$ cat config.mk
export PLATFORM = sky130hd
export DESIGN_NAME = dtc_timer_counter
export DESIGN_NICKNAME = d
export VERILOG_FILES = /design/src/inc/dtc_pkg.sv /design/src/dtc_timer_counter.sv /design/src/dtc_cycle_gen.sv /design/src/dtc_edge_sample.sv
export VERILOG_INCLUDE_DIRS = /design/src /design/src/inc
export SDC_FILE = /design/constraint.sdc
export NUM_CORES = 1
export LEC_CHECK = 0
export ABC_AREA = 0
export BUFFER_PORTS_ARGS = -buffer_cell sky130_fd_sc_hd__buf_2
export CAP_MARGIN = 20
export CORE_ASPECT_RATIO = 0.75
export CORE_MARGIN = 2
export CORE_UTILIZATION = 45
export DETAILED_ROUTE_END_ITERATION = 12
export PLACE_DENSITY = 0.62
export SLEW_MARGIN = 20
export SYNTH_ARGS = -nofsm -noshare
export SYNTH_HDL_FRONTEND = slang
export SYNTH_SLANG_ARGS = --single-unit
$ cat constraint.sdc
create_clock -name clk -period 7 [get_ports clk]
set_clock_uncertainty 0.05 [all_clocks]
set_input_delay 1.05 -clock clk [delete_from_list [all_inputs] [get_ports clk]]
set_output_delay 1.05 -clock clk [all_outputs]
set_load 0.03 [all_outputs]
$ cat src/inc/dtc_cfg.svh
`ifndef DTC_CFG_SVH
`define DTC_CFG_SVH

// ----------------------------------------
// register addresses
// ----------------------------------------
`define DTC_ADDR_CONTROL   8'h88
`define DTC_ADDR_MODE      8'h89
`define DTC_ADDR_ZERO_LOW  8'h8a
`define DTC_ADDR_ONE_LOW   8'h8b
`define DTC_ADDR_ZERO_HIGH 8'h8c
`define DTC_ADDR_ONE_HIGH  8'h8d
`define DTC_ADDR_CLKCFG    8'h8e
`define DTC_ADDR_SCHED     8'h8f

// ----------------------------------------
// control register bit positions
// ----------------------------------------
`define DTC_CTL_ONE_OVF    7
`define DTC_CTL_ONE_RUN    6
`define DTC_CTL_ZERO_OVF   5
`define DTC_CTL_ZERO_RUN   4

// ----------------------------------------
// mode register fields
// ----------------------------------------
`define DTC_MOD_ZERO_MSB   1
`define DTC_MOD_ZERO_LSB   0
`define DTC_MOD_ZERO_SRC   2
`define DTC_MOD_ZERO_GATE  3
`define DTC_MOD_ONE_MSB    5
`define DTC_MOD_ONE_LSB    4
`define DTC_MOD_ONE_SRC    6
`define DTC_MOD_ONE_GATE   7

// ----------------------------------------
// clock config and divider fields
// ----------------------------------------
`define DTC_CLK_ZERO_FAST  0
`define DTC_CLK_ONE_FAST   1
`define DTC_SCHED_MSB      2
`define DTC_SCHED_LSB      0

// ----------------------------------------
// reset values and counting constants
// ----------------------------------------
`define DTC_RESET_BYTE     8'h00
`define DTC_RESET_CLKCFG   2'h0
`define DTC_RESET_SCHED    3'h0
`define DTC_RESET_DIV      7'h00
`define DTC_BYTE_TOP       8'hff
`define DTC_WORD_TOP       16'hffff
`define DTC_PRESCALE_TOP   5'h1f
`define DTC_PRESCALE_ZERO  5'h00
`define DTC_PRESCALE_MSB   4
`define DTC_PERIPH_PERIODS 6
`define DTC_DIV_ONE        8'h01

`endif

$ cat src/inc/dtc_pkg.sv
package dtc_pkg;

	// ----------------------------------------
	// operating modes
	// ----------------------------------------
	typedef enum logic [1:0]
	{
		DTC_MODE_PRESCALED = 2'h0,
		DTC_MODE_CASCADE   = 2'h1,
		DTC_MODE_RELOAD    = 2'h2,
		DTC_MODE_SPLIT     = 2'h3
	} dtc_mode_t;

endpackage : dtc_pkg

$ cat src/dtc_timer_counter.sv
// Contract
// - cascade: low byte counts, carries into high, high wrap sets flag.
// - setting run bit starts counting and leaves count bytes untouched.
// - source bit zero counts internal cycles, one counts the count pin.
// - timer operation advances once per six timer clock periods.
// - counter samples pin per cycle, counts high-then-low sample pairs.
// - fast select fixes osc/2; else osc/2 standard, osc in double speed.
// - gate clear: run bit alone enables (timer one needs no run bit in split mode); gate set: pin also controls.
// - gated timer counts only while gate pin high and run set (timer one: gate pin alone in split mode).
// - wrap from all ones to zero sets overflow flag, raising request.
// - mode field selects 13-bit, 16-bit, 8-bit reload or split; timer one holds its count in mode 3.
// - mode 0: low five bits prescale by 32 into high byte.
// - mode 2: low byte overflow sets flag, reloads from high byte.
// - overflow flag cleared by hardware when interrupt is serviced.
// - reload value written any time is used at next reload.
// - split mode: timer zero low byte uses timer zero controls.
// - split mode: high byte times, uses timer one run and flag.
// - nonzero divider select divides timer zero overflows by 2 to n.
// - two independently configurable 16-bit timer/counters.
`timescale 1ns/10ps
`include "dtc_cfg.svh"

module dtc_timer_counter
	import dtc_pkg::*;
#(
	parameter int PERIODS = `DTC_PERIPH_PERIODS
)
(
	input  wire logic       clk,
	input  wire logic       reset,
	input  wire logic [7:0] addr,
	input  wire logic [7:0] wrData,
	input  wire logic       wrStrobe,
	input  wire logic       rdStrobe,
	output logic      [7:0] rdData,
	input  wire logic       doubleSpeedMode,
	input  wire logic       countPinZero,
	input  wire logic       countPinOne,
	input  wire logic       extGatePinZero,
	input  wire logic       extGatePinOne,
	input  wire logic       ackTimerZero,
	input  wire logic       ackTimerOne,
	output logic            timerZeroOverflow,
	output logic            timerOneOverflow
);

	// ----------------------------------------
	// registers
	// ----------------------------------------
	logic       timerZeroRun;
	logic       timerOneRun;
	logic [7:0] timerModeReg;
	logic [1:0] clockConfigReg;
	logic [2:0] timerZeroExtendDivSel;
	logic [7:0] timerZeroLowByte;
	logic [7:0] timerZeroHighByte;
	logic [7:0] timerOneLowByte;
	logic [7:0] timerOneHighByte;
	logic [6:0] divCount;

	logic       wrControl;
	logic       wrZeroLow;
	logic       wrZeroHigh;
	logic       wrOneLow;
	logic       wrOneHigh;
	logic       wrSched;

	assign wrControl  = wrStrobe & (addr == `DTC_ADDR_CONTROL);
	assign wrZeroLow  = wrStrobe & (addr == `DTC_ADDR_ZERO_LOW);
	assign wrZeroHigh = wrStrobe & (addr == `DTC_ADDR_ZERO_HIGH);
	assign wrOneLow   = wrStrobe & (addr == `DTC_ADDR_ONE_LOW);
	assign wrOneHigh  = wrStrobe & (addr == `DTC_ADDR_ONE_HIGH);
	assign wrSched    = wrStrobe & (addr == `DTC_ADDR_SCHED);

	// ----------------------------------------
	// mode decode
	// ----------------------------------------
	dtc_mode_t zeroMode;
	dtc_mode_t oneMode;
	logic      zeroSource;
	logic      oneSource;
	logic      zeroGate;
	logic      oneGate;
	logic      zeroSplit;

	assign zeroMode   = dtc_mode_t'(
		timerModeReg[`DTC_MOD_ZERO_MSB:`DTC_MOD_ZERO_LSB]);
	assign oneMode    = dtc_mode_t'(
		timerModeReg[`DTC_MOD_ONE_MSB:`DTC_MOD_ONE_LSB]);
	assign zeroSource = timerModeReg[`DTC_MOD_ZERO_SRC];
	assign oneSource  = timerModeReg[`DTC_MOD_ONE_SRC];
	assign zeroGate   = timerModeReg[`DTC_MOD_ZERO_GATE];
	assign oneGate    = timerModeReg[`DTC_MOD_ONE_GATE];
	assign zeroSplit  = (zeroMode == DTC_MODE_SPLIT);

	// ----------------------------------------
	// cycle ticks and edge detection
	// ----------------------------------------
	logic zeroTick;
	logic oneTick;
	logic zeroEdge;
	logic oneEdge;

	dtc_cycle_gen #(
		.PERIODS         (PERIODS)
	) u_zero_cycle (
		.clk             (clk),
		.reset           (reset),
		.fastClkSel      (clockConfigReg[`DTC_CLK_ZERO_FAST]),
		.doubleSpeedMode (doubleSpeedMode),
		.cycleTick       (zeroTick)
	);

	dtc_cycle_gen #(
		.PERIODS         (PERIODS)
	) u_one_cycle (
		.clk             (clk),
		.reset           (reset),
		.fastClkSel      (clockConfigReg[`DTC_CLK_ONE_FAST]),
		.doubleSpeedMode (doubleSpeedMode),
		.cycleTick       (oneTick)
	);

	dtc_edge_sample u_zero_edge (
		.clk       (clk),
		.reset     (reset),
		.cycleTick (zeroTick),
		.countPin  (countPinZero),
		.fallEdge  (zeroEdge)
	);

	dtc_edge_sample u_one_edge (
		.clk       (clk),
		.reset     (reset),
		.cycleTick (oneTick),
		.countPin  (countPinOne),
		.fallEdge  (oneEdge)
	);

	// ----------------------------------------
	// enables and steps
	// ----------------------------------------
	logic zeroEnable;
	logic oneEnable;
	logic zeroStep;
	logic oneStep;
	logic splitStep;

	assign zeroEnable = timerZeroRun
		& (~zeroGate | extGatePinZero);
	assign oneEnable  = (zeroSplit | timerOneRun)
		& (~oneGate | extGatePinOne);
	assign zeroStep   = zeroEnable & (zeroSource ? zeroEdge : zeroTick);
	assign oneStep    = oneEnable & (oneSource ? oneEdge : oneTick)
		& (oneMode != DTC_MODE_SPLIT);
	assign splitStep  = zeroSplit & timerOneRun & zeroTick;

	// ----------------------------------------
	// timer zero next count
	// ----------------------------------------
	logic [7:0]  next_zeroLow;
	logic [7:0]  next_zeroHigh;
	logic        zeroNativeOvf;
	logic        splitHighOvf;
	logic [15:0] zeroWord;

	assign zeroWord = {timerZeroHighByte, timerZeroLowByte} + 16'h0001;

	always_comb
	begin
		next_zeroLow  = timerZeroLowByte;
		next_zeroHigh = timerZeroHighByte;
		zeroNativeOvf = 1'b0;
		splitHighOvf  = 1'b0;
		if (zeroStep)
		begin
			unique case (zeroMode)
				DTC_MODE_PRESCALED:
				begin
					if (timerZeroLowByte[`DTC_PRESCALE_MSB:0] == `DTC_PRESCALE_TOP)
					begin
						next_zeroLow  = {timerZeroLowByte[7:`DTC_PRESCALE_MSB+1],
							`DTC_PRESCALE_ZERO};
						next_zeroHigh = timerZeroHighByte + 8'h01;
						zeroNativeOvf = (timerZeroHighByte == `DTC_BYTE_TOP);
					end
					else
						next_zeroLow = {timerZeroLowByte[7:`DTC_PRESCALE_MSB+1],
							timerZeroLowByte[`DTC_PRESCALE_MSB:0] + 5'h01};
				end
				DTC_MODE_CASCADE:
				begin
					next_zeroLow  = zeroWord[7:0];
					next_zeroHigh = zeroWord[15:8];
					zeroNativeOvf = ({timerZeroHighByte, timerZeroLowByte}
						== `DTC_WORD_TOP);
				end
				DTC_MODE_RELOAD:
				begin
					if (timerZeroLowByte == `DTC_BYTE_TOP)
					begin
						next_zeroLow  = timerZeroHighByte;
						zeroNativeOvf = 1'b1;
					end
					else
						next_zeroLow = timerZeroLowByte + 8'h01;
				end
				DTC_MODE_SPLIT:
				begin
					next_zeroLow  = timerZeroLowByte + 8'h01;
					zeroNativeOvf = (timerZeroLowByte == `DTC_BYTE_TOP);
				end
			endcase
		end
		if (splitStep)
		begin
			next_zeroHigh = timerZeroHighByte + 8'h01;
			splitHighOvf  = (timerZeroHighByte == `DTC_BYTE_TOP);
		end
	end

	// ----------------------------------------
	// timer one next count
	// ----------------------------------------
	logic [7:0]  next_oneLow;
	logic [7:0]  next_oneHigh;
	logic        oneNativeOvf;
	logic [15:0] oneWord;

	assign oneWord = {timerOneHighByte, timerOneLowByte} + 16'h0001;

	always_comb
	begin
		next_oneLow  = timerOneLowByte;
		next_oneHigh = timerOneHighByte;
		oneNativeOvf = 1'b0;
		if (oneStep)
		begin
			unique case (oneMode)
				DTC_MODE_PRESCALED:
				begin
					if (timerOneLowByte[`DTC_PRESCALE_MSB:0] == `DTC_PRESCALE_TOP)
					begin
						next_oneLow  = {timerOneLowByte[7:`DTC_PRESCALE_MSB+1],
							`DTC_PRESCALE_ZERO};
						next_oneHigh = timerOneHighByte + 8'h01;
						oneNativeOvf = (timerOneHighByte == `DTC_BYTE_TOP);
					end
					else
						next_oneLow = {timerOneLowByte[7:`DTC_PRESCALE_MSB+1],
							timerOneLowByte[`DTC_PRESCALE_MSB:0] + 5'h01};
				end
				DTC_MODE_CASCADE:
				begin
					next_oneLow  = oneWord[7:0];
					next_oneHigh = oneWord[15:8];
					oneNativeOvf = ({timerOneHighByte, timerOneLowByte}
						== `DTC_WORD_TOP);
				end
				DTC_MODE_RELOAD:
				begin
					if (timerOneLowByte == `DTC_BYTE_TOP)
					begin
						next_oneLow  = timerOneHighByte;
						oneNativeOvf = 1'b1;
					end
					else
						next_oneLow = timerOneLowByte + 8'h01;
				end
				DTC_MODE_SPLIT:
				begin
					next_oneLow = timerOneLowByte;
				end
			endcase
		end
	end

	// ----------------------------------------
	// overflow divider for timer zero
	// ----------------------------------------
	logic [6:0] divTarget;
	logic [7:0] divSpan;
	logic       zeroDividedOvf;

	assign divSpan        = `DTC_DIV_ONE << timerZeroExtendDivSel;
	assign divTarget      = 7'(divSpan - `DTC_DIV_ONE);
	assign zeroDividedOvf = zeroNativeOvf & (divCount == divTarget);

	always_ff @(posedge clk)
	begin
		if (reset)
			divCount <= `DTC_RESET_DIV;
		else if (wrSched)
			divCount <= `DTC_RESET_DIV;
		else if (zeroNativeOvf)
			divCount <= zeroDividedOvf ? `DTC_RESET_DIV
				: divCount + 7'h01;
	end

	// ----------------------------------------
	// count bytes
	// ----------------------------------------
	always_ff @(posedge clk)
	begin
		if (reset)
		begin
			timerZeroLowByte  <= `DTC_RESET_BYTE;
			timerZeroHighByte <= `DTC_RESET_BYTE;
			timerOneLowByte   <= `DTC_RESET_BYTE;
			timerOneHighByte  <= `DTC_RESET_BYTE;
		end
		else
		begin
			timerZeroLowByte  <= wrZeroLow  ? wrData : next_zeroLow;
			timerZeroHighByte <= wrZeroHigh ? wrData : next_zeroHigh;
			timerOneLowByte   <= wrOneLow   ? wrData : next_oneLow;
			timerOneHighByte  <= wrOneHigh  ? wrData : next_oneHigh;
		end
	end

	// ----------------------------------------
	// control, mode and clock registers
	// ----------------------------------------
	always_ff @(posedge clk)
	begin
		if (reset)
		begin
			timerZeroRun <= 1'b0;
			timerOneRun  <= 1'b0;
		end
		else if (wrControl)
		begin
			timerZeroRun <= wrData[`DTC_CTL_ZERO_RUN];
			timerOneRun  <= wrData[`DTC_CTL_ONE_RUN];
		end
	end

	always_ff @(posedge clk)
	begin
		if (reset)
		begin
			timerModeReg          <= `DTC_RESET_BYTE;
			clockConfigReg        <= `DTC_RESET_CLKCFG;
			timerZeroExtendDivSel <= `DTC_RESET_SCHED;
		end
		else if (wrStrobe)
		begin
			if (addr == `DTC_ADDR_MODE)
				timerModeReg <= wrData;
			if (addr == `DTC_ADDR_CLKCFG)
				clockConfigReg <= wrData[1:0];
			if (wrSched)
				timerZeroExtendDivSel <= wrData[`DTC_SCHED_MSB:`DTC_SCHED_LSB];
		end
	end

	// ----------------------------------------
	// overflow flags, set wins over clear
	// ----------------------------------------
	logic zeroFlagSet;
	logic oneFlagSet;

	assign zeroFlagSet = zeroDividedOvf;
	assign oneFlagSet  = zeroSplit ? splitHighOvf : oneNativeOvf;

	always_ff @(posedge clk)
	begin
		if (reset)
			timerZeroOverflow <= 1'b0;
		else if (zeroFlagSet)
			timerZeroOverflow <= 1'b1;
		else if (wrControl)
			timerZeroOverflow <= wrData[`DTC_CTL_ZERO_OVF];
		else if (ackTimerZero)
			timerZeroOverflow <= 1'b0;
	end

	always_ff @(posedge clk)
	begin
		if (reset)
			timerOneOverflow <= 1'b0;
		else if (oneFlagSet)
			timerOneOverflow <= 1'b1;
		else if (wrControl)
			timerOneOverflow <= wrData[`DTC_CTL_ONE_OVF];
		else if (ackTimerOne)
			timerOneOverflow <= 1'b0;
	end

	// ----------------------------------------
	// read port
	// ----------------------------------------
	always_ff @(posedge clk)
	begin
		if (reset)
			rdData <= `DTC_RESET_BYTE;
		else if (rdStrobe)
		begin
			unique case (addr)
				`DTC_ADDR_CONTROL:
					rdData <= {timerOneOverflow, timerOneRun,
						timerZeroOverflow, timerZeroRun, 4'h0};
				`DTC_ADDR_MODE:      rdData <= timerModeReg;
				`DTC_ADDR_ZERO_LOW:  rdData <= timerZeroLowByte;
				`DTC_ADDR_ZERO_HIGH: rdData <= timerZeroHighByte;
				`DTC_ADDR_ONE_LOW:   rdData <= timerOneLowByte;
				`DTC_ADDR_ONE_HIGH:  rdData <= timerOneHighByte;
				`DTC_ADDR_CLKCFG:    rdData <= {6'h00, clockConfigReg};
				`DTC_ADDR_SCHED:     rdData <= {5'h00, timerZeroExtendDivSel};
				default:             rdData <= `DTC_RESET_BYTE;
			endcase
		end
		else
			rdData <= `DTC_RESET_BYTE;
	end

endmodule : dtc_timer_counter

$ cat src/dtc_cycle_gen.sv
`timescale 1ns/10ps
`include "dtc_cfg.svh"

module dtc_cycle_gen
	import dtc_pkg::*;
#(
	parameter int PERIODS = `DTC_PERIPH_PERIODS
)
(
	input  wire logic clk,
	input  wire logic reset,
	input  wire logic fastClkSel,
	input  wire logic doubleSpeedMode,
	output logic      cycleTick
);

	// ----------------------------------------
	// timer clock and peripheral cycle
	// ----------------------------------------
	localparam int CW = $clog2(PERIODS);

	logic          halfPhase;
	logic          halfNeeded;
	logic          timerClkEn;
	logic [CW-1:0] periodCount;

	assign halfNeeded = fastClkSel | ~doubleSpeedMode;
	assign timerClkEn = halfNeeded ? halfPhase : 1'b1;

	always_ff @(posedge clk)
	begin
		if (reset)
			halfPhase <= 1'b0;
		else
			halfPhase <= ~halfPhase;
	end

	always_ff @(posedge clk)
	begin
		if (reset)
		begin
			periodCount <= '0;
			cycleTick   <= 1'b0;
		end
		else
		begin
			cycleTick <= 1'b0;
			if (timerClkEn)
			begin
				if (periodCount == CW'(PERIODS - 1))
				begin
					periodCount <= '0;
					cycleTick   <= 1'b1;
				end
				else
					periodCount <= periodCount + CW'(1);
			end
		end
	end

endmodule : dtc_cycle_gen

$ cat src/dtc_edge_sample.sv
`timescale 1ns/10ps
`include "dtc_cfg.svh"

module dtc_edge_sample
	import dtc_pkg::*;
(
	input  wire logic clk,
	input  wire logic reset,
	input  wire logic cycleTick,
	input  wire logic countPin,
	output logic      fallEdge
);

	// ----------------------------------------
	// per-cycle sampling of the count pin
	// ----------------------------------------
	logic lastSample;

	always_ff @(posedge clk)
	begin
		if (reset)
		begin
			lastSample <= 1'b0;
			fallEdge   <= 1'b0;
		end
		else
		begin
			fallEdge <= 1'b0;
			if (cycleTick)
			begin
				lastSample <= countPin;
				fallEdge   <= lastSample & ~countPin;
			end
		end
	end

endmodule : dtc_edge_sample

Word level (Yosys, flattened, before mapping) --
Cells that the tools add are included.
Word-level totals: register bits after elaboration 78, bits of input ports 27, output and inout bits 10
Operators by class: shift operators 1, muxes and demuxes 45, bitwise operators 33, reduce and logical (&&, ||, !) cells 24, add/subtract/negate cells 12, equal/unequal tests 31
Operators by type and width (number):
- 8-bit 2-to-1 mux | 13
- 8-bit == test (second input constant) | 12
- 8-bit case mux with 8 select lines | 1
- 16-bit by 1-bit adder with 16-bit output (second input constant) | 2
- 8-bit by 1-bit adder with 8-bit output (second input constant) | 4
- 16-bit == test (second input constant) | 2
- 8-bit case mux with 2 select lines | 2
- 8-bit case mux with 4 select lines | 1
- 8-bit case mux with 3 select lines | 1
- 1-bit 2-to-1 mux | 20
- 1-bit AND | 16
- 1-bit NOT | 12
- 3-bit nonzero test | 4
- 2-bit OR reduction | 6
- 5-bit by 1-bit adder with 5-bit output (second input constant) | 2
- 5-bit == test (second input constant) | 2
- 5-bit 2-to-1 mux | 2
- 2-bit AND reduction | 5
- 3-bit AND reduction | 3
- 2-bit == test (second input constant) | 4
- 2-bit inequality test (second input constant) | 4
- 7-bit by 1-bit adder with 7-bit output (second input constant) | 1
- 7-bit == test | 1
- 7-bit 2-to-1 mux | 1
- 14 further kinds | 25

Longest topological paths before layout --
depth after elaboration 8, depth in mapped cells 10

Cells and area by module --
A second synthesis with hierarchy kept.
Second synthesis, totals: cell total of the unflattened synthesis 591, area total of the unflattened synthesis 4932.2 µm²
By module, submodules not included:
- dtc_timer_counter | area each 4396.7 µm², times used 1, seq. area each 1281.2 µm², cells each 547
- dtc_cycle_gen | area each 201.4 µm², times used 2, seq. area each 100.1 µm², cells each 17
- dtc_edge_sample | area each 66.3 µm², times used 2, seq. area each 40.0 µm², cells each 5

Worst setup path after synthesis --
OpenSTA, ideal clock, no wires.
kind input port to flip-flop, start point input port addr[5], end point register timerOneLowByte[6], data arrival time 2.721 ns, path slack 4.138 ns, required time 6.859 ns, path buffers 1, setup time 0.091 ns, stages on the path 6, path through or3b_2 or4_1 clkbuf_1 o21ai_0 nor2_1 a311oi_1
On the way: cells in the longest elaborated chain, start to end 4, elaborated cells between the ends (all ways) 7, classes of those cells eq/ne: 3; mux: 1; bitwise: 1; reduce/logical: 2
RTL lines:
- start, declared | line dtc_timer_counter.sv:31 | input wire logic [7:0] addr,
- 8-bit == test *
- 1-bit AND * | line dtc_timer_counter.sv:71 | assign wrOneLow = wrStrobe & (addr == `DTC_ADDR_ONE_LOW);
- 2-bit inequality test (no source line) or 2-bit nonzero test (tied branches)
- 3-bit AND reduction (no source line)
- end signal, assigned | line dtc_timer_counter.sv:309 | timerOneLowByte <= `DTC_RESET_BYTE;
- end signal, assigned | line dtc_timer_counter.sv:316 | timerOneLowByte <= wrOneLow ? wrData : next_oneLow;
- end, declared | line dtc_timer_counter.sv:57 | logic [7:0] timerOneLowByte;
Every way passes the cells marked *; elsewhere a longest branch is shown, timed or not. A chain may end at the register's enable or synchronous reset.

Final worst setup path --
start point input port addr[5], end point register timerOneHighByte[6]
On the way: cells in the longest elaborated chain, start to end 4, elaborated cells between the ends (all ways) 7, classes of those cells eq/ne: 2; mux: 1; bitwise: 1; reduce/logical: 3
RTL lines:
- 8-bit == test *
- 1-bit AND * | line dtc_timer_counter.sv:72 | assign wrOneHigh = wrStrobe & (addr == `DTC_ADDR_ONE_HIGH);
- 3-bit inequality test (no source line) (tied with other cells)
- 3-bit AND reduction (no source line)
- end signal, assigned | line dtc_timer_counter.sv:310 | timerOneHighByte <= `DTC_RESET_BYTE;
- end signal, assigned | line dtc_timer_counter.sv:317 | timerOneHighByte <= wrOneHigh ? wrData : next_oneHigh;
- end, declared | line dtc_timer_counter.sv:58 | logic [7:0] timerOneHighByte;
Marks and branches as above.

==> impl_results.md <==
- Run status: complete, no violations
- Max clock buf depth: 2
- Routed wl met2: 6190 um
- Internal power: 714 uW
- Clk sink count: 78
- Worst hold path class: flop to flop
- Met3 WL: 1870 um
- Count of unique library cells instantiated by Yosys: 61
- Vias in the first global route: 4326
- FMAX: 316 MHz
- First-pass GRT wire length: 23500 um
- Critical path arrival: 3310 ps
- DIE AREA: 0.0116 mm2
- 1st-pass router iterations: 7
- Final ANT Viol Nets: 0
- Crit-path max FO: 16
- Die Ht: 93.8 um
- Syn avg cell area: 7.97 um2
- GR Util All Layers: 26.9%
- Unrepaired setup endpoints after global routing: false
- Final TNS setup: 0 ps
- Starting DRT DRC Count: 579
- Initial core utilization: 46.7%
- Top Ports: 37
- Peak supply drop: 0.115 mV
- Top post-synthesis cells by count: dfxtp_1, nor2_1, nand2_1
- Nets: 660
- Total power: 937 uW
- EDFF count, synth: 0
- Root buffer cell: clkbuf_16
- Gpl congestion: 0.915
- Xor-xnor portion of the synthesized cell area: 4.52%
- Final Setup Violations: 0
- Routed len/inst: 19.9 um
- Post-CTS sizing: 0
- Post-synth top area cell: dfxtp_1
- Syn_nets: 647
- Mux cell area share after synthesis: 6.61%
- Post-CTS Setup Inserts: 0
- Power Dens Cells: 175 mW/mm2
- Minimum clock period: 3170 ps
- Clk_lat worst skew: 340 ps
- Area grow syn2layout: 10.4%
- Max_slew headroom: 34.7%
- Dpl hpwl: 10600 um
- Simple-Gate Fraction of Synth Area: 29.7%
- Overflow after GRT: 0
- Largest family of logic cells by synthesized area: simple AND/OR/NAND/NOR gates
- Diode count: 0
- Post-synthesis sequential area ratio: 32.2%
- Routed vias/inst: 6.34
- CP required: 7140 ps
- Setup CP Type: input port to flop
- Leak Pwr: 1.90 nW
- Switching pwr: 223 uW
- Cts bufs inserted: 9
- CTS Hold Bufs: 0
- Flop pwr share: 48.3%
- Hold Vio Cnt, Final: 0
- Synth area leaders: dfxtp_1, nor2_1, mux2i_1
- Compound-cell area share of the yosys netlist: 19.6%
- DIE WIDTH: 124 um
- Via Count: 4831
- Number of remaining DRC errors: 0
- Synth Area in Adders: 3.10%
- Row Count: 32
- Ys Warns: 0
- Actual slew at the worst max-slew pin: 971 ps
- Main synth FF type: dfxtp_1
- Initial antenna violation count: 0
- WL met1: 6820 um
- Max cap viols: 0
- DRT Wirelength: 15200 um
- CTS tree: yes
- Mapped cell area: 0.00484 mm2
- Largest net degree at the start of global routing: 67
- Layout cells sized above 1: 11.0%
- Final max-slew violation count: 0
- Reg clk slew, reported paths: 60 ps
- Core ar.: 0.0104 mm2
- Htree depth: 3
- Async set-reset flop share out of synthesis: 0%
- Count leader, synth: dfxtp_1
- Synth top area share: 32.2%
- DR top layer: met4
- Register bit total from synthesis: 78
- Net Sw Frac: 23.8%
- Number of port buffers: 36
- Fill cells: 995
- Logic pwr share: 5.6%
- Cells after Synth: 608
- Final Cycle Share: 45.3%
- Startpoint types: input port
- Clock group share of total power: 46.1%
- CP endpoint kind: flop
==> per-layer routing <==
metal	up-vias	global-route usage, %
met1	2224	38.9
li1	2313	-
met4	0	8.14
met5	-	0
met3	27	8.74
met2	267	37.6
==> final cells by class <==
type	instances	area, um2	area share (%)
sequential	78	1560	29.2
multi-input combinational	477	3080	57.6
clock buffer	13	250	4.68
tap	136	170	3.18
inverter	16	60.1	1.12
clock inverter	3	20.0	0.375
timing repair buffer	39	203	3.79
==> critical path, stage by stage <==
cell and delay (ps):
buf_2 100, or3b_2 510, nor2_1 610, nand4_1 690, nor2_1 270, a211oi_1 70
==> layout by cell type, fill, tap and decap left out, types with 18 or more instances in the layout <==
| master | count |
|---|---|
| buf_2 | 36 |
| o21ai_0 | 24 |
| nand2_1 | 41 |
| mux2i_1 | 23 |
| a211oi_1 | 18 |
| and3_1 | 18 |
| nor3_1 | 27 |
| nor2_1 | 67 |
| a21oi_1 | 27 |
| nand3_1 | 28 |
| dfxtp_1 | 78 |
==> worst paths after layout <==
path | startpoint | end | slack (ps) | depth (start not counted)
worst max-delay path | addr[5] | timerOneHighByte[6]$_SDFFE_PP0P_ | 3830 | 6
worst min-delay path | u_zero_cycle.halfPhase$_SDFF_PP0_ | u_zero_cycle.halfPhase$_SDFF_PP0_ | 380 | 1
worst max register to register | timerOneLowByte[0]$_SDFFE_PP0P_ | timerOneHighByte[3]$_SDFFE_PP0P_ | 3840 | 9
worst min register to register | u_zero_cycle.halfPhase$_SDFF_PP0_ | u_zero_cycle.halfPhase$_SDFF_PP0_ | 380 | 1
==> kinds of logic after synthesis <==
family / count (synthesis)
multiplexers: 29
adder cells (fa/ha/maj): 12
AO/OA/AOI/OAI: 137
buffers and inverters: 53
XOR/XNOR: 25
flip-flops: 78
AND/OR/NAND/NOR: 274
==> flip-flops by register name, indices dropped and copies added, names as in the netlist, 3 cells and up <==
register / cells
divCount: 7
u_zero_cycle.periodCount: 3
timerModeReg: 8
rdData: 8
timerZeroHighByte: 8
u_one_cycle.periodCount: 3
timerZeroLowByte: 8
timerOneHighByte: 8
timerZeroExtendDivSel: 3
timerOneLowByte: 8
==> power by group through the flow <==
stage          sequential [mW]  combinational (mW)  clock (mW)
6_report                 0.452              0.0523       0.432
4_1_cts                  0.452              0.0510       0.445
3_3_place_gp             0.462              0.0500           0
3_5_place_dp             0.462              0.0509           0
2_1_floorplan            0.461              0.0290           0
5_1_grt                  0.453              0.0563       0.459
==> stage by stage <==
stage | util [%] | worst slack (ps) | hold slack, ps | instance area (um2) | instances
6_report | 51.5 | 3830 | 383 | 5350 | 762
5_1_grt | 51.5 | 3540 | 404 | 5350 | 762
4_1_cts | 51.5 | 3860 | 390 | 5350 | 762
3_5_place_dp | 48.9 | 3510 | 380 | 5070 | 746
3_3_place_gp | 48.9 | 3610 | 356 | 5070 | 746
2_1_floorplan | - | 4140 | 345 | 4840 | 608
Power figures use the tool's default switching activity.
